**src/verilog/scs_regs.vh**
```
// Register map, field layout and timing constants of the SAR conversion sequencer
// Summary of operation
// - High-speed setting adds four conversion clock cycles to every conversion.
// - Long sample adds 0, 2, 6, 12 or 20 conversion clock cycles.
// - Total time is first adder plus sample count times per-sample time.
// - Conversion time runs from initiation until the complete flag sets.
// - With averaging, complete flag sets once after the whole 4 to 32 set.
// - One start launches all conversions of an averaging set in hardware.
// - Differential result is right-justified two's complement of 16, 13, 11 or 9 bits.
// - Differential result positive when plus input exceeds minus input, negative when minus input exceeds plus input.
// - Single-ended base time is 17, 20, 20 or 25 conversion clocks.
// - Differential base time is 27, 30, 30 or 34 conversion clocks.
// - Keepalive runs async clock always; otherwise only while converting, with startup delay.
// - Keepalive has no effect while the bus-derived clock is selected.
// - Every conversion subtracts stored offset and multiplies by stored gain.
// - Reference select picks external, bandgap or alternative reference pair.
// - First adder is 3 or 5 conversion clocks plus 5 bus cycles, plus 5 us when the async clock is selected without keepalive.
// - With compare and averaging, flag sets only when both are satisfied.
// - Setting the complete flag with interrupt enabled raises the interrupt.
`ifndef SCS_REGS_VH
`define SCS_REGS_VH

// ----------------------------------------
// Register offsets
// ----------------------------------------
`define SCS_A_CFG 8'h00
`define SCS_A_START 8'h04
`define SCS_A_STAT 8'h08
`define SCS_A_IEN 8'h0C
`define SCS_A_ICLR 8'h10
`define SCS_A_RES 8'h14
`define SCS_A_OFS 8'h18
`define SCS_A_GAIN 8'h1C
`define SCS_A_CV 8'h20

// ----------------------------------------
// Configuration fields and reset values
// ----------------------------------------
`define SCS_F_MODE 1:0
`define SCS_B_DIFF 2
`define SCS_B_LSMP 3
`define SCS_F_LSTS 6:4
`define SCS_B_HSC 7
`define SCS_B_AVERAGING_ENABLE 8
`define SCS_F_AVGS 10:9
`define SCS_B_CONT 11
`define SCS_B_ASEL 12
`define SCS_B_KEEP 13
`define SCS_F_REF 15:14
`define SCS_B_CMPE 16
`define SCS_B_CMPGT 17
`define SCS_F_DIV 19:18
`define SCS_CFG_W 20
`define SCS_CFG_RST 20'h00000
`define SCS_GAIN_RST 16'h8000
`define SCS_OFS_RST 16'h0000
`define SCS_ST_DONE 0
`define SCS_ST_OVR 1
`define SCS_ST_BUSY 8

// ----------------------------------------
// Timing
// ----------------------------------------
`define SCS_CLK_NS 40
`define SCS_WAKE_NS 5000
`define SCS_WAKE_CYC 8'h7D
`define SCS_BUS_ADD 8'h05
`define SCS_FIRST_LS 8'h03
`define SCS_FIRST_NL 8'h05
`define SCS_HS_ADD 8'h04
`define SCS_SAMP_BASE 8'h04
`define SCS_ASYNC_DIV 8'h04
`define SCS_BCT_SE8 8'h11
`define SCS_BCT_SE10 8'h14
`define SCS_BCT_SE16 8'h19
`define SCS_BCT_DF9 8'h1B
`define SCS_BCT_DF11 8'h1E
`define SCS_BCT_DF16 8'h22
`define SCS_LST_0 8'h00
`define SCS_LST_1 8'h02
`define SCS_LST_2 8'h06
`define SCS_LST_3 8'h0C
`define SCS_LST_4 8'h14

`endif

```
**src/verilog/scs_seq.v**
```verilog
// SAR conversion sequencer with AHB-Lite register slave
//
// The register addresses and the AHB-Lite interface to the registers were decided locally.
`timescale 1ns/100ps
`include "scs_regs.vh"
module scs_seq (
    input wire hclk,
    input wire hresetn,
    input wire hsel,
    input wire [31:0] haddr,
    input wire [1:0] htrans,
    input wire hwrite,
    input wire [2:0] hsize,
    input wire [31:0] hwdata,
    input wire hready,
    output wire hreadyout,
    output wire [31:0] hrdata,
    output wire hresp,
    input wire [16:0] afe_data,
    output wire afe_sample,
    output wire afe_active,
    output wire afe_diff,
    output wire [1:0] afe_ref_sel,
    output wire async_clk_en,
    output wire irq
);
    localparam [5:0] S_IDLE = 6'h01;
    localparam [5:0] S_BUS = 6'h02;
    localparam [5:0] S_WAKE = 6'h04;
    localparam [5:0] S_FIRST = 6'h08;
    localparam [5:0] S_SAMP = 6'h10;
    localparam [5:0] S_CONV = 6'h20;

    reg [`SCS_CFG_W-1:0] cfg_q;
    reg [15:0] ofs_q;
    reg [15:0] gain_q;
    reg [15:0] cv_q;
    reg [1:0] stat_q;
    reg [1:0] ien_q;
    reg [31:0] res_q;
    reg [31:0] hrdata_q;
    reg ap_wr_q;
    reg [7:0] ap_a_q;
    reg irq_q;
    reg smp_q;
    reg act_q;
    reg aclk_q;
    reg [5:0] st_q;
    reg [5:0] st_d;
    reg [7:0] cnt_q;
    reg [7:0] cnt_d;
    reg [5:0] nsmp_q;
    reg [5:0] nsmp_d;
    reg signed [25:0] acc_q;
    reg signed [25:0] acc_d;
    reg set_end;
    reg [7:0] base_conversion_time;
    reg [7:0] lst;
    reg [31:0] rd_mux;
    wire tick;
    wire [19:0] corr;
    wire asel;
    wire keep;
    wire diff;
    wire busy;
    wire ap_ok;
    wire wr_start;
    wire start_w;
    wire abort_w;
    wire rd_res;
    wire [7:0] first_len;
    wire [7:0] samp_len;
    wire [7:0] conv_len;
    wire [5:0] avg_n;
    wire [3:0] ash;
    wire [3:0] wsh;
    wire [3:0] tot;
    wire [4:0] wid;
    wire signed [25:0] sum;
    wire signed [25:0] rnd;
    wire signed [25:0] mean;
    wire signed [25:0] hi;
    wire signed [25:0] lo;
    wire signed [25:0] res_c;
    wire signed [25:0] cv_x;
    wire cmp_ok;
    wire done_ev;
    wire [1:0] ev;
    wire [1:0] clr;
    wire [1:0] stat_d;

    assign asel = cfg_q[`SCS_B_ASEL];
    assign keep = cfg_q[`SCS_B_KEEP];
    assign diff = cfg_q[`SCS_B_DIFF];
    assign busy = (st_q != S_IDLE);

    // ----------------------------------------
    // Helpers
    // ----------------------------------------
    scs_tick u_tick (
        .clk(hclk),
        .rst_n(hresetn),
        .async_sel(asel),
        .run(~asel | keep | busy),
        .div(cfg_q[`SCS_F_DIV]),
        .tick(tick)
    );

    scs_corr u_corr (
        .raw(afe_data),
        .ofs(ofs_q),
        .gain(gain_q),
        .corr(corr)
    );

    // ----------------------------------------
    // Phase lengths
    // ----------------------------------------
    always @* begin
        case ({diff, cfg_q[`SCS_F_MODE]})
            3'h0: base_conversion_time = `SCS_BCT_SE8;
            3'h1: base_conversion_time = `SCS_BCT_SE10;
            3'h2: base_conversion_time = `SCS_BCT_SE10;
            3'h3: base_conversion_time = `SCS_BCT_SE16;
            3'h4: base_conversion_time = `SCS_BCT_DF9;
            3'h5: base_conversion_time = `SCS_BCT_DF11;
            3'h6: base_conversion_time = `SCS_BCT_DF11;
            default: base_conversion_time = `SCS_BCT_DF16;
        endcase
        case (cfg_q[`SCS_F_LSTS])
            3'h1: lst = `SCS_LST_1;
            3'h2: lst = `SCS_LST_2;
            3'h3: lst = `SCS_LST_3;
            3'h4: lst = `SCS_LST_4;
            default: lst = `SCS_LST_0;
        endcase
        if (!cfg_q[`SCS_B_LSMP]) begin
            lst = `SCS_LST_0;
        end
    end

    assign first_len = cfg_q[`SCS_B_LSMP] ? `SCS_FIRST_LS : `SCS_FIRST_NL;
    assign samp_len = `SCS_SAMP_BASE + lst;
    assign conv_len = base_conversion_time - `SCS_SAMP_BASE + (cfg_q[`SCS_B_HSC] ? `SCS_HS_ADD : 8'h00);
    assign avg_n = cfg_q[`SCS_B_AVERAGING_ENABLE] ? (6'h04 << cfg_q[`SCS_F_AVGS]) : 6'h01;

    // ----------------------------------------
    // Mean, rounding and result format
    // ----------------------------------------
    assign ash = cfg_q[`SCS_B_AVERAGING_ENABLE] ? ({2'h0, cfg_q[`SCS_F_AVGS]} + 4'h2) : 4'h0;
    assign wsh = (cfg_q[`SCS_F_MODE] == 2'h0) ? 4'h8 :
                 (cfg_q[`SCS_F_MODE] == 2'h1) ? 4'h4 :
                 (cfg_q[`SCS_F_MODE] == 2'h2) ? 4'h6 : (diff ? 4'h1 : 4'h0);
    assign tot = ash + wsh;
    assign wid = (diff ? 5'h11 : 5'h10) - {1'b0, wsh};
    assign sum = acc_q + {{6{corr[19]}}, corr};
    assign rnd = (tot == 4'h0) ? 26'sh0 : (26'sh1 <<< (tot - 4'h1));
    assign mean = (sum + rnd) >>> tot;
    assign hi = diff ? ((26'sh1 <<< (wid - 5'h01)) - 26'sh1) : ((26'sh1 <<< wid) - 26'sh1);
    assign lo = diff ? -(26'sh1 <<< (wid - 5'h01)) : 26'sh0;
    assign res_c = (mean > hi) ? hi : ((mean < lo) ? lo : mean);
    assign cv_x = diff ? {{10{cv_q[15]}}, cv_q} : {10'h000, cv_q};
    assign cmp_ok = ~cfg_q[`SCS_B_CMPE] | (cfg_q[`SCS_B_CMPGT] ? (res_c >= cv_x) : (res_c < cv_x));

    // ----------------------------------------
    // Sequencer
    // ----------------------------------------
    always @* begin
        st_d = st_q;
        cnt_d = cnt_q;
        nsmp_d = nsmp_q;
        acc_d = acc_q;
        set_end = 1'b0;
        case (st_q)
            S_IDLE: begin
                st_d = S_IDLE;
            end
            S_BUS: begin
                if (cnt_q != 8'h00) begin
                    cnt_d = cnt_q - 8'h01;
                end else if (asel & ~keep) begin
                    st_d = S_WAKE;
                    cnt_d = `SCS_WAKE_CYC - 8'h01;
                end else begin
                    st_d = S_FIRST;
                    cnt_d = first_len - 8'h01;
                end
            end
            S_WAKE: begin
                if (cnt_q != 8'h00) begin
                    cnt_d = cnt_q - 8'h01;
                end else begin
                    st_d = S_FIRST;
                    cnt_d = first_len - 8'h01;
                end
            end
            S_FIRST: begin
                if (tick && cnt_q != 8'h00) begin
                    cnt_d = cnt_q - 8'h01;
                end else if (tick) begin
                    st_d = S_SAMP;
                    cnt_d = samp_len - 8'h01;
                end
            end
            S_SAMP: begin
                if (tick && cnt_q != 8'h00) begin
                    cnt_d = cnt_q - 8'h01;
                end else if (tick) begin
                    st_d = S_CONV;
                    cnt_d = conv_len - 8'h01;
                end
            end
            S_CONV: begin
                if (tick && cnt_q != 8'h00) begin
                    cnt_d = cnt_q - 8'h01;
                end else if (tick && nsmp_q != avg_n - 6'h01) begin
                    acc_d = sum;
                    nsmp_d = nsmp_q + 6'h01;
                    st_d = S_SAMP;
                    cnt_d = samp_len - 8'h01;
                end else if (tick) begin
                    set_end = 1'b1;
                    acc_d = 26'sh0;
                    nsmp_d = 6'h00;
                    st_d = cfg_q[`SCS_B_CONT] ? S_SAMP : S_IDLE;
                    cnt_d = samp_len - 8'h01;
                end
            end
            default: begin
                st_d = S_IDLE;
            end
        endcase
        if (start_w) begin
            st_d = S_BUS;
            cnt_d = `SCS_BUS_ADD - 8'h01;
            nsmp_d = 6'h00;
            acc_d = 26'sh0;
        end else if (abort_w) begin
            st_d = S_IDLE;
        end
    end

    always @(posedge hclk or negedge hresetn) begin
        if (!hresetn) begin
            st_q <= S_IDLE;
            cnt_q <= 8'h00;
            nsmp_q <= 6'h00;
            acc_q <= 26'sh0;
            smp_q <= 1'b0;
            act_q <= 1'b0;
            aclk_q <= 1'b0;
        end else begin
            st_q <= st_d;
            cnt_q <= cnt_d;
            nsmp_q <= nsmp_d;
            acc_q <= acc_d;
            smp_q <= (st_d == S_SAMP);
            act_q <= (st_d != S_IDLE);
            aclk_q <= asel & (keep | (st_d != S_IDLE));
        end
    end

    // ----------------------------------------
    // AHB-Lite slave, zero wait states
    // ----------------------------------------
    assign ap_ok = hsel & hready & htrans[1];
    assign wr_start = ap_wr_q & (ap_a_q == `SCS_A_START);
    assign start_w = wr_start & hwdata[0];
    assign abort_w = wr_start & ~hwdata[0];
    assign rd_res = ap_ok & ~hwrite & (haddr[7:0] == `SCS_A_RES);

    always @* begin
        case (haddr[7:0])
            `SCS_A_CFG: rd_mux = {12'h000, cfg_q};
            `SCS_A_STAT: rd_mux = {23'h000000, busy, 6'h00, stat_q};
            `SCS_A_IEN: rd_mux = {30'h00000000, ien_q};
            `SCS_A_RES: rd_mux = res_q;
            `SCS_A_OFS: rd_mux = {16'h0000, ofs_q};
            `SCS_A_GAIN: rd_mux = {16'h0000, gain_q};
            `SCS_A_CV: rd_mux = {16'h0000, cv_q};
            default: rd_mux = 32'h00000000;
        endcase
    end

    always @(posedge hclk or negedge hresetn) begin
        if (!hresetn) begin
            ap_wr_q <= 1'b0;
            ap_a_q <= 8'h00;
            hrdata_q <= 32'h00000000;
            cfg_q <= `SCS_CFG_RST;
            ofs_q <= `SCS_OFS_RST;
            gain_q <= `SCS_GAIN_RST;
            cv_q <= 16'h0000;
            ien_q <= 2'h0;
        end else begin
            ap_wr_q <= ap_ok & hwrite;
            ap_a_q <= haddr[7:0];
            if (ap_ok & ~hwrite) begin
                hrdata_q <= rd_mux;
            end
            if (ap_wr_q) begin
                case (ap_a_q)
                    `SCS_A_CFG: cfg_q <= hwdata[`SCS_CFG_W-1:0];
                    `SCS_A_IEN: ien_q <= hwdata[1:0];
                    `SCS_A_OFS: ofs_q <= hwdata[15:0];
                    `SCS_A_GAIN: gain_q <= hwdata[15:0];
                    `SCS_A_CV: cv_q <= hwdata[15:0];
                    default: ien_q <= ien_q;
                endcase
            end
        end
    end

    // ----------------------------------------
    // Result, status and interrupt
    // ----------------------------------------
    assign done_ev = set_end & cmp_ok;
    assign ev = {done_ev & stat_q[`SCS_ST_DONE], done_ev};
    assign clr = (ap_wr_q && ap_a_q == `SCS_A_ICLR) ? hwdata[1:0] : {1'b0, rd_res};
    assign stat_d = (stat_q & ~clr) | ev;

    always @(posedge hclk or negedge hresetn) begin
        if (!hresetn) begin
            stat_q <= 2'h0;
            res_q <= 32'h00000000;
            irq_q <= 1'b0;
        end else begin
            stat_q <= stat_d;
            if (done_ev) begin
                res_q <= {{6{res_c[25]}}, res_c};
            end
            irq_q <= |(stat_d & ien_q);
        end
    end

    assign hreadyout = 1'b1;
    assign hresp = 1'b0;
    assign hrdata = hrdata_q;
    assign afe_sample = smp_q;
    assign afe_active = act_q;
    assign afe_diff = diff;
    assign afe_ref_sel = cfg_q[`SCS_F_REF];
    assign async_clk_en = aclk_q;
    assign irq = irq_q;
endmodule

```
**src/verilog/scs_tick.v**
```verilog
// Conversion clock enable generator for bus-derived and gated async sources
`timescale 1ns/100ps
`include "scs_regs.vh"
module scs_tick (
    input wire clk,
    input wire rst_n,
    input wire async_sel,
    input wire run,
    input wire [1:0] div,
    output wire tick
);
    reg [7:0] cnt_q;
    reg tick_q;
    wire [7:0] lim;

    assign lim = async_sel ? (`SCS_ASYNC_DIV - 8'h01) : ((8'h01 << div) - 8'h01);
    assign tick = tick_q;

    // ----------------------------------------
    // Divider, cleared while the clock is gated
    // ----------------------------------------
    always @(posedge clk or negedge rst_n) begin
        if (!rst_n) begin
            cnt_q <= 8'h00;
            tick_q <= 1'b0;
        end else if (!run) begin
            cnt_q <= 8'h00;
            tick_q <= 1'b0;
        end else if (cnt_q >= lim) begin
            cnt_q <= 8'h00;
            tick_q <= 1'b1;
        end else begin
            cnt_q <= cnt_q + 8'h01;
            tick_q <= 1'b0;
        end
    end
endmodule

```
**src/verilog/scs_corr.v**
```verilog
// Offset and gain correction of one raw sample
`timescale 1ns/100ps
module scs_corr (
    input wire [16:0] raw,
    input wire [15:0] ofs,
    input wire [15:0] gain,
    output wire [19:0] corr
);
    wire signed [17:0] dif;
    wire signed [34:0] prod;

    // Subtract offset, then gain with 0x8000 as unity
    assign dif = $signed({raw[16], raw}) - $signed({{2{ofs[15]}}, ofs});
    assign prod = dif * $signed({1'b0, gain});
    assign corr = prod[34:15];
endmodule

```
**config.mk**
```make
export PLATFORM = sky130hd
export DESIGN_NAME = scs_seq
export DESIGN_NICKNAME = d
export VERILOG_FILES = /design/src/verilog/scs_seq.v /design/src/verilog/scs_tick.v /design/src/verilog/scs_corr.v
export VERILOG_INCLUDE_DIRS = /design/src /design/src/verilog
export SDC_FILE = /design/constraint.sdc
export NUM_CORES = 1
export LEC_CHECK = 0
export CORE_MARGIN = 4
export CORE_UTILIZATION = 55
export CTS_BUF_LIST = sky130_fd_sc_hd__clkbuf_8
export DETAILED_ROUTE_END_ITERATION = 6
export DONT_BUFFER_PORTS = 1
export PLACE_DENSITY = 0.73
export SYNTH_ARGS = -nofsm -noshare
export SYNTH_HDL_FRONTEND = slang
export SYNTH_SLANG_ARGS = --single-unit
```
**constraint.sdc**
```tcl
create_clock -name hclk -period 33.5 [get_ports hclk]
set_clock_uncertainty 0.1 [all_clocks]
set_input_delay 5.025 -clock hclk [delete_from_list [all_inputs] [get_ports hclk]]
set_output_delay 5.025 -clock hclk [all_outputs]
set_load 0.05 [all_outputs]
```
# Yosys cells after proc, flatten, opt, wreduce, memory -nomap -nowiden
# Cells that the tools add are included.
[classes]
n_addsub = 22
multipliers = 1
div_mod_pow = 0
order_cmp = 5
n_eq_ne = 35
n_shift = 6
mux = 65
bitwise = 25
n_reduce_logical = 22
[ops]
columns = ["op", "count"]
rows = [
  ["$mux 26", 11],
  ["$pmux 32 s7", 1],
  ["$mux 8", 14],
  ["$mux 6", 17],
  ["$pmux 6 s5", 2],
  ["$add 26x26->26", 2],
  ["$lt 26x26->1", 2],
  ["$sshl 2x5->26 const A", 2],
  ["$sub 26x2->26 const B", 2],
  ["$eq 8x5->1 const B", 6],
  ["$pmux 8 s5", 1],
  ["$mul 18x17->35", 1],
  ["$sub 8x1->8 const B", 4],
  ["$ge 26x26->1", 1],
  ["$gt 26x26->1", 1],
  ["$neg 26->26", 1],
  ["$sshl 2x4->26 const A", 1],
  ["$sshr 26x4->26", 1],
  ["$eq 8x4->1 const B", 3],
  ["$pmux 5 s4", 1],
  ["$sub 17x16->18", 1],
  ["$eq 8x6->1 const B", 2],
  ["$logic_not 8->1", 2],
  ["$mux 3", 5],
  ["other kinds (51)", 97],
]
[totals]
register_bits = 198
latch_bits = 0
ram_bits = 0
romBits = 0
input_bits = 91
output_inout_bits = 41
memories = 0

# Depth between registers and ports, before layout
[logic_depth]
ltp_word = 21
ltp_mapped = 91
mapped_depth_nobuf = 86

# Hierarchy
# From an unflattened synthesis, not the netlist that was laid out.
[unflattened]
cells_unflattened = 3405
area_unflattened_um2 = 28915.2
[by_module_without_submodules]
columns = ["module", "instances", "cells_per_inst", "area_each_um2", "seq_area_each_um2"]
rows = [
  ["scs_seq", 1, 1995, 16643.5, 4581.9],
  ["scs_corr", 1, 1369, 11825.1, 0.0],
  ["scs_tick", 1, 41, 446.7, 225.2],
]

# Worst setup path after synthesis
# Ideal clock, no wire load.
[synth_timing]
path_kind = "input port to flip-flop"
start = "input port afe_data[0]"
end = "register res_q[11]"
setup_ns = 0.125
arrival_time_ns = 21.833
path_slack_ns = 11.443
stages = 84
path_cell_list = "inv_1 -> ha_1 -> inv_1 -> fa_1 -> a21o_1 -> a21oi_1 -> o21ai_0 -> a21oi_1 -> o21ai_0 -> a21oi_1 -> o21bai_1 -> a21oi_1 -> o21ai_0 -> a21o_1 -> a21oi_1 -> xnor2_1 -> clkbuf_1 -> nand2_1 -> [48 not listed] -> nand2_1 -> clkbuf_1 -> clkbuf_1 -> mux2i_1 -> ha_1 -> nor2b_1 -> o21ai_0 -> nand2b_1 -> a21oi_1 -> o21ai_0 -> a211oi_1 -> o21bai_1 -> a21o_1 -> a21oi_1 -> o21ai_0 -> a2111oi_0 -> clkbuf_1 -> mux2_2"
[synth_via]
elab_chain_cells = 12
elab_cells_between_ends = 14
cone_classes = "3 x add/sub; 1 x mul; 4 x order compare; 1 x shift; 3 x mux; 2 x bitwise"
[synth_rtl]
columns = ["element", "line_no", "source"]
rows = [
  ["from (decl)", "scs_seq.v:19", "input wire [16:0] afe_data,"],
  ["$sub 17x16->18 (*)", "scs_corr.v:13", "assign dif = $signed({raw[16], raw}) - $signed({{2{ofs[15]}}, ofs});"],
  ["$mul 18x17->35 (*)", "scs_corr.v:14", "assign prod = dif * $signed({1'b0, gain});"],
  ["$add 26x26->26 (*)", "scs_seq.v:156", "assign sum = acc_q + {{6{corr[19]}}, corr};"],
  ["$add 26x26->26 (*)", "scs_seq.v:158", "assign mean = (sum + rnd) >>> tot;"],
  ["$sshr 26x4->26 (*)", "scs_seq.v:158", ""],
  ["$lt 26x26->1", "scs_seq.v:161", "assign res_c = (mean > hi) ? hi : ((mean < lo) ? lo : mean);"],
  ["$mux 26", "scs_seq.v:161", ""],
  ["$mux 26 (*)", "scs_seq.v:161", ""],
  ["named net res_c[1]", "scs_seq.v:84", "wire signed [25:0] res_c;"],
  ["$lt 26x26->1 or $ge 26x26->1 (tied branches)", "scs_seq.v:163", "assign cmp_ok = ~cfg_q[`SCS_B_CMPE] | (cfg_q[`SCS_B_CMPGT] ? (res_c >= cv_x) : (res_c < cv_x));"],
  ["$mux 1 (*)", "scs_seq.v:163", ""],
  ["$or 1x1->1 (*)", "scs_seq.v:163", ""],
  ["$and 1x1->1 (*)", "scs_seq.v:317", "assign done_ev = set_end & cmp_ok;"],
  ["to (signal assigned)", "scs_seq.v:330", "res_q <= {{6{res_c[25]}}, res_c};"],
  ["to (decl)", "scs_seq.v:40", "reg [31:0] res_q;"],
]
# The timed path passes the listed nets; every way through them passes the cells marked *.
# A chain may end at the register's enable or synchronous reset.

# Worst setup path in the final report
[layout_timing]
start = "input port afe_data[0]"
end = "register res_q[3]"
# The elaborated chain is that of the path after synthesis.

==> qor.yml <==
wire_per_inst_microns: 21.47
r2r_end: "res_q[3]"
ff2ff_setup_slack_ns: 12.05
avgSynthCellArea_sq_um: 8.608
hp-class: "flip-flop to flip-flop"
cts_sinks: 192
postCtsSetupRepairBufs: 0
synth_cells: 3329
area.growth.synth_to_final_pct: 3.414
root_buffer: "clkbuf_8"
gp_congestion: 0.9402
grt_util_all_layers: 0.3009
die_w_microns: 236.3
final_nets: 3857
core.rowCount: 83
final.setup.tns_ns: 0
reg2reg_depth: 82
synthTopCellsByArea: "fa_1 (20%), dfrtp_1 (17%), ha_1 (11%), inv_1 (5.1%), nand2_1 (4.6%)"
r2r_start: "ofs_q[0]"
drtAntennaViolNets: 0
synth_top_cell_area_share: 0.1991
drt_first_iter_violations: 2245
worst_setup_path_end_kind: "flip-flop"
grt_overflow: 0
coreArea_sq_um: 51410
synth_flop_cell: "dfrtp_1"
slowest_delay_ns: 0.62
antenna_found_initial: 2
drt_wl_total_microns: 83980
layout-drive-gt1-share: 0.06687
postCtsHoldBufs: 0
preCtsSetupSlack_ns: 8.008
hp-start: "acc_q[17]"
relSlewSlack: 0.1718
synth_seq_cells: 192
failed_checks: "design-rule violations"
ios: 132
cp_max_fo: 19
hold_violations: 0
arrival_ns: 25.84
startpoint_type: "input port"
tightest_slew_ns: 1.238
post-route-period-util: 0.7614
layout_setup_ws_ns: 7.994
final_util: 0.5765
rsz0062_at_grt: "false"
critPathSlowestCell: "xor2_1"
path_class: "input port to flip-flop"
status: "complete, but fails checks"
die_y_microns: 236.3
synth-edff-count: 0
cts_tree: "built"
min_to: "acc_q[17]"
hpwl_microns: 65740
grt_pass1_vias: 24683
post_cts_resized: 0
start_util: 0.5574
holdPathStages: 2
fmax_mhz: 39.21
clock_path_buffers: 2
crit_path_start: "afe_data[0]"
min_period_ns: 25.51
vias: 24411
viasPerCell: 6.242
drv_slew: 0
numPortBuffers: 0
synth_cell_types: 100
async_reset_ff_frac: 1.000
grt_pass1_wl_microns: 135400
clk_latency_ns: 0.55
n_fill_cell: 4579
setup_viol: 0
netlist_area_sq_um: 28650
dieArea_sq_um: 55820
yosys_warnings: 0
worstPathRequired_ns: 33.83
path_common_cell: "a21oi_1"
drc_errors: 17
grt_max_degree: 193
post-synth-top-area-cell: "fa_1"
cts_inserted_buffers: 17
cap_violations: 0
ys_seq_area_frac: 0.1678
h-tree-depth: 4
dr.pass1.iters: 7
path_clk_slew_ns: 0.10
-- synth_stat cells, drive strengths merged (6+ instances only) --
cell	n
o21a	32
or3	20
a22o	43
nor2	203
a211o	13
and2	165
nand2b	33
o22ai	8
o21ai	161
xor2	48
buf	27
a22oi	33
and3	22
a21o	76
xnor2	78
a211oi	32
nand3b	6
nor4	20
mux2	88
clkbuf	143
fa	285
nor2b	39
o311ai	9
nor3	62
o211a	7
o31ai	10
o211ai	22
a311oi	10
o21bai	17
nand2	349
inv	387
a221oi	6
nand3	57
mux2i	20
a221o	10
a21oi	147
a31oi	18
dfrtp	190
and4	7
a222oi	16
or2	16
ha	263
nand4	30
-- critical path: cells and delay by family --
family / cells / cell delay, ns
and+or+nand+nor: 20 / 2.96
AOI/OAI and AO/OA: 36 / 8.67
xor gates and xnor gates: 4 / 1.60
adders and majority gates: 13 / 5.39
muxes: 2 / 0.87
buffers and inverters: 8 / 1.28
-- cell families after synthesis --
kind of cell | synth area share
mux | 0.04406
compound gates | 0.1793
flops | 0.1678
fa+ha+maj | 0.3139
buf+inv | 0.07475
other cells | 0.0002621
simple gates | 0.1799
xor+xnor | 0.03995
-- per-stage QoR --
stage | hold WS, ns | area [sq um] | std cells
global placement | 0.3731 | 29220 | 3879
global route | 0.4376 | 29630 | 3911
detailed placement | 0.3919 | 29220 | 3879
finish | 0.4059 | 29630 | 3911
CTS | 0.4151 | 29630 | 3910
floorplan | 0.3563 | 28670 | 3333
-- routing by layer --
layer | up-vias | routed length [microns] | global-route usage
li1 | 11160 | - | -
met1 | 12086 | 35100 | 0.4103
met2 | 990 | 39790 | 0.4983
met3 | 173 | 6907 | 0.05519
met4 | 2 | 2169 | 0.07926
met5 | - | 10 | 0
-- placed cells by master (no fill, tap or decap), drive strengths merged, types with 10 or more instances in the layout --
| cell | n |
|---|---|
| or2 | 16 |
| a31oi | 18 |
| a211oi | 32 |
| a221o | 10 |
| a222oi | 16 |
| nand2 | 349 |
| or3 | 20 |
| a22oi | 33 |
| and2 | 165 |
| o21a | 32 |
| a311oi | 10 |
| xnor2 | 78 |
| o21ai | 161 |
| a21o | 76 |
| o21bai | 17 |
| a21oi | 147 |
| nand2b | 33 |
| nor2b | 39 |
| nor4 | 20 |
| nor2 | 203 |
| mux2i | 20 |
| o211ai | 22 |
| and3 | 22 |
| mux2 | 88 |
| clkbuf | 19 |
| fa | 285 |
| nand3 | 57 |
| dfrtp | 190 |
| nor3 | 62 |
| buf | 36 |
| a22o | 43 |
| inv | 395 |
| nand4 | 30 |
| a211o | 13 |
| o31ai | 10 |
| xor2 | 48 |
| ha | 263 |
-- worst max path at each step --
stage	depth (start not counted)	endpoint
floorplan	84	res_q[11]
global placement	83	res_q[22]
detailed placement	83	res_q[1]
CTS	83	res_q[25]
global route	83	res_q[25]
finish	83	res_q[3]
-- state kept, by name, summed over array words and instances, names as in the netlist, 16 cells and up --
signal  flops
res_q      26
acc_q      26
ofs_q      16
hrdata     26
cv_q       16
cfg_q      20
gain_q     16
-- cell type report --
class                      count  area (sq um)  area share
multi-input combinational   2582         21830      0.7367
sequential                   192          4812      0.1624
inverter                     389          1460     0.04927
tap                          680         850.8     0.02871
timing repair buffer          36         270.3    0.009120
clock buffer                  19         261.5    0.008825
clock inverter                12         146.4    0.004940
antenna                        1         2.502  0.00008445
Power is not shown: default switching activity piles up to over one toggle a cycle in this logic, so the estimate is an artifact.
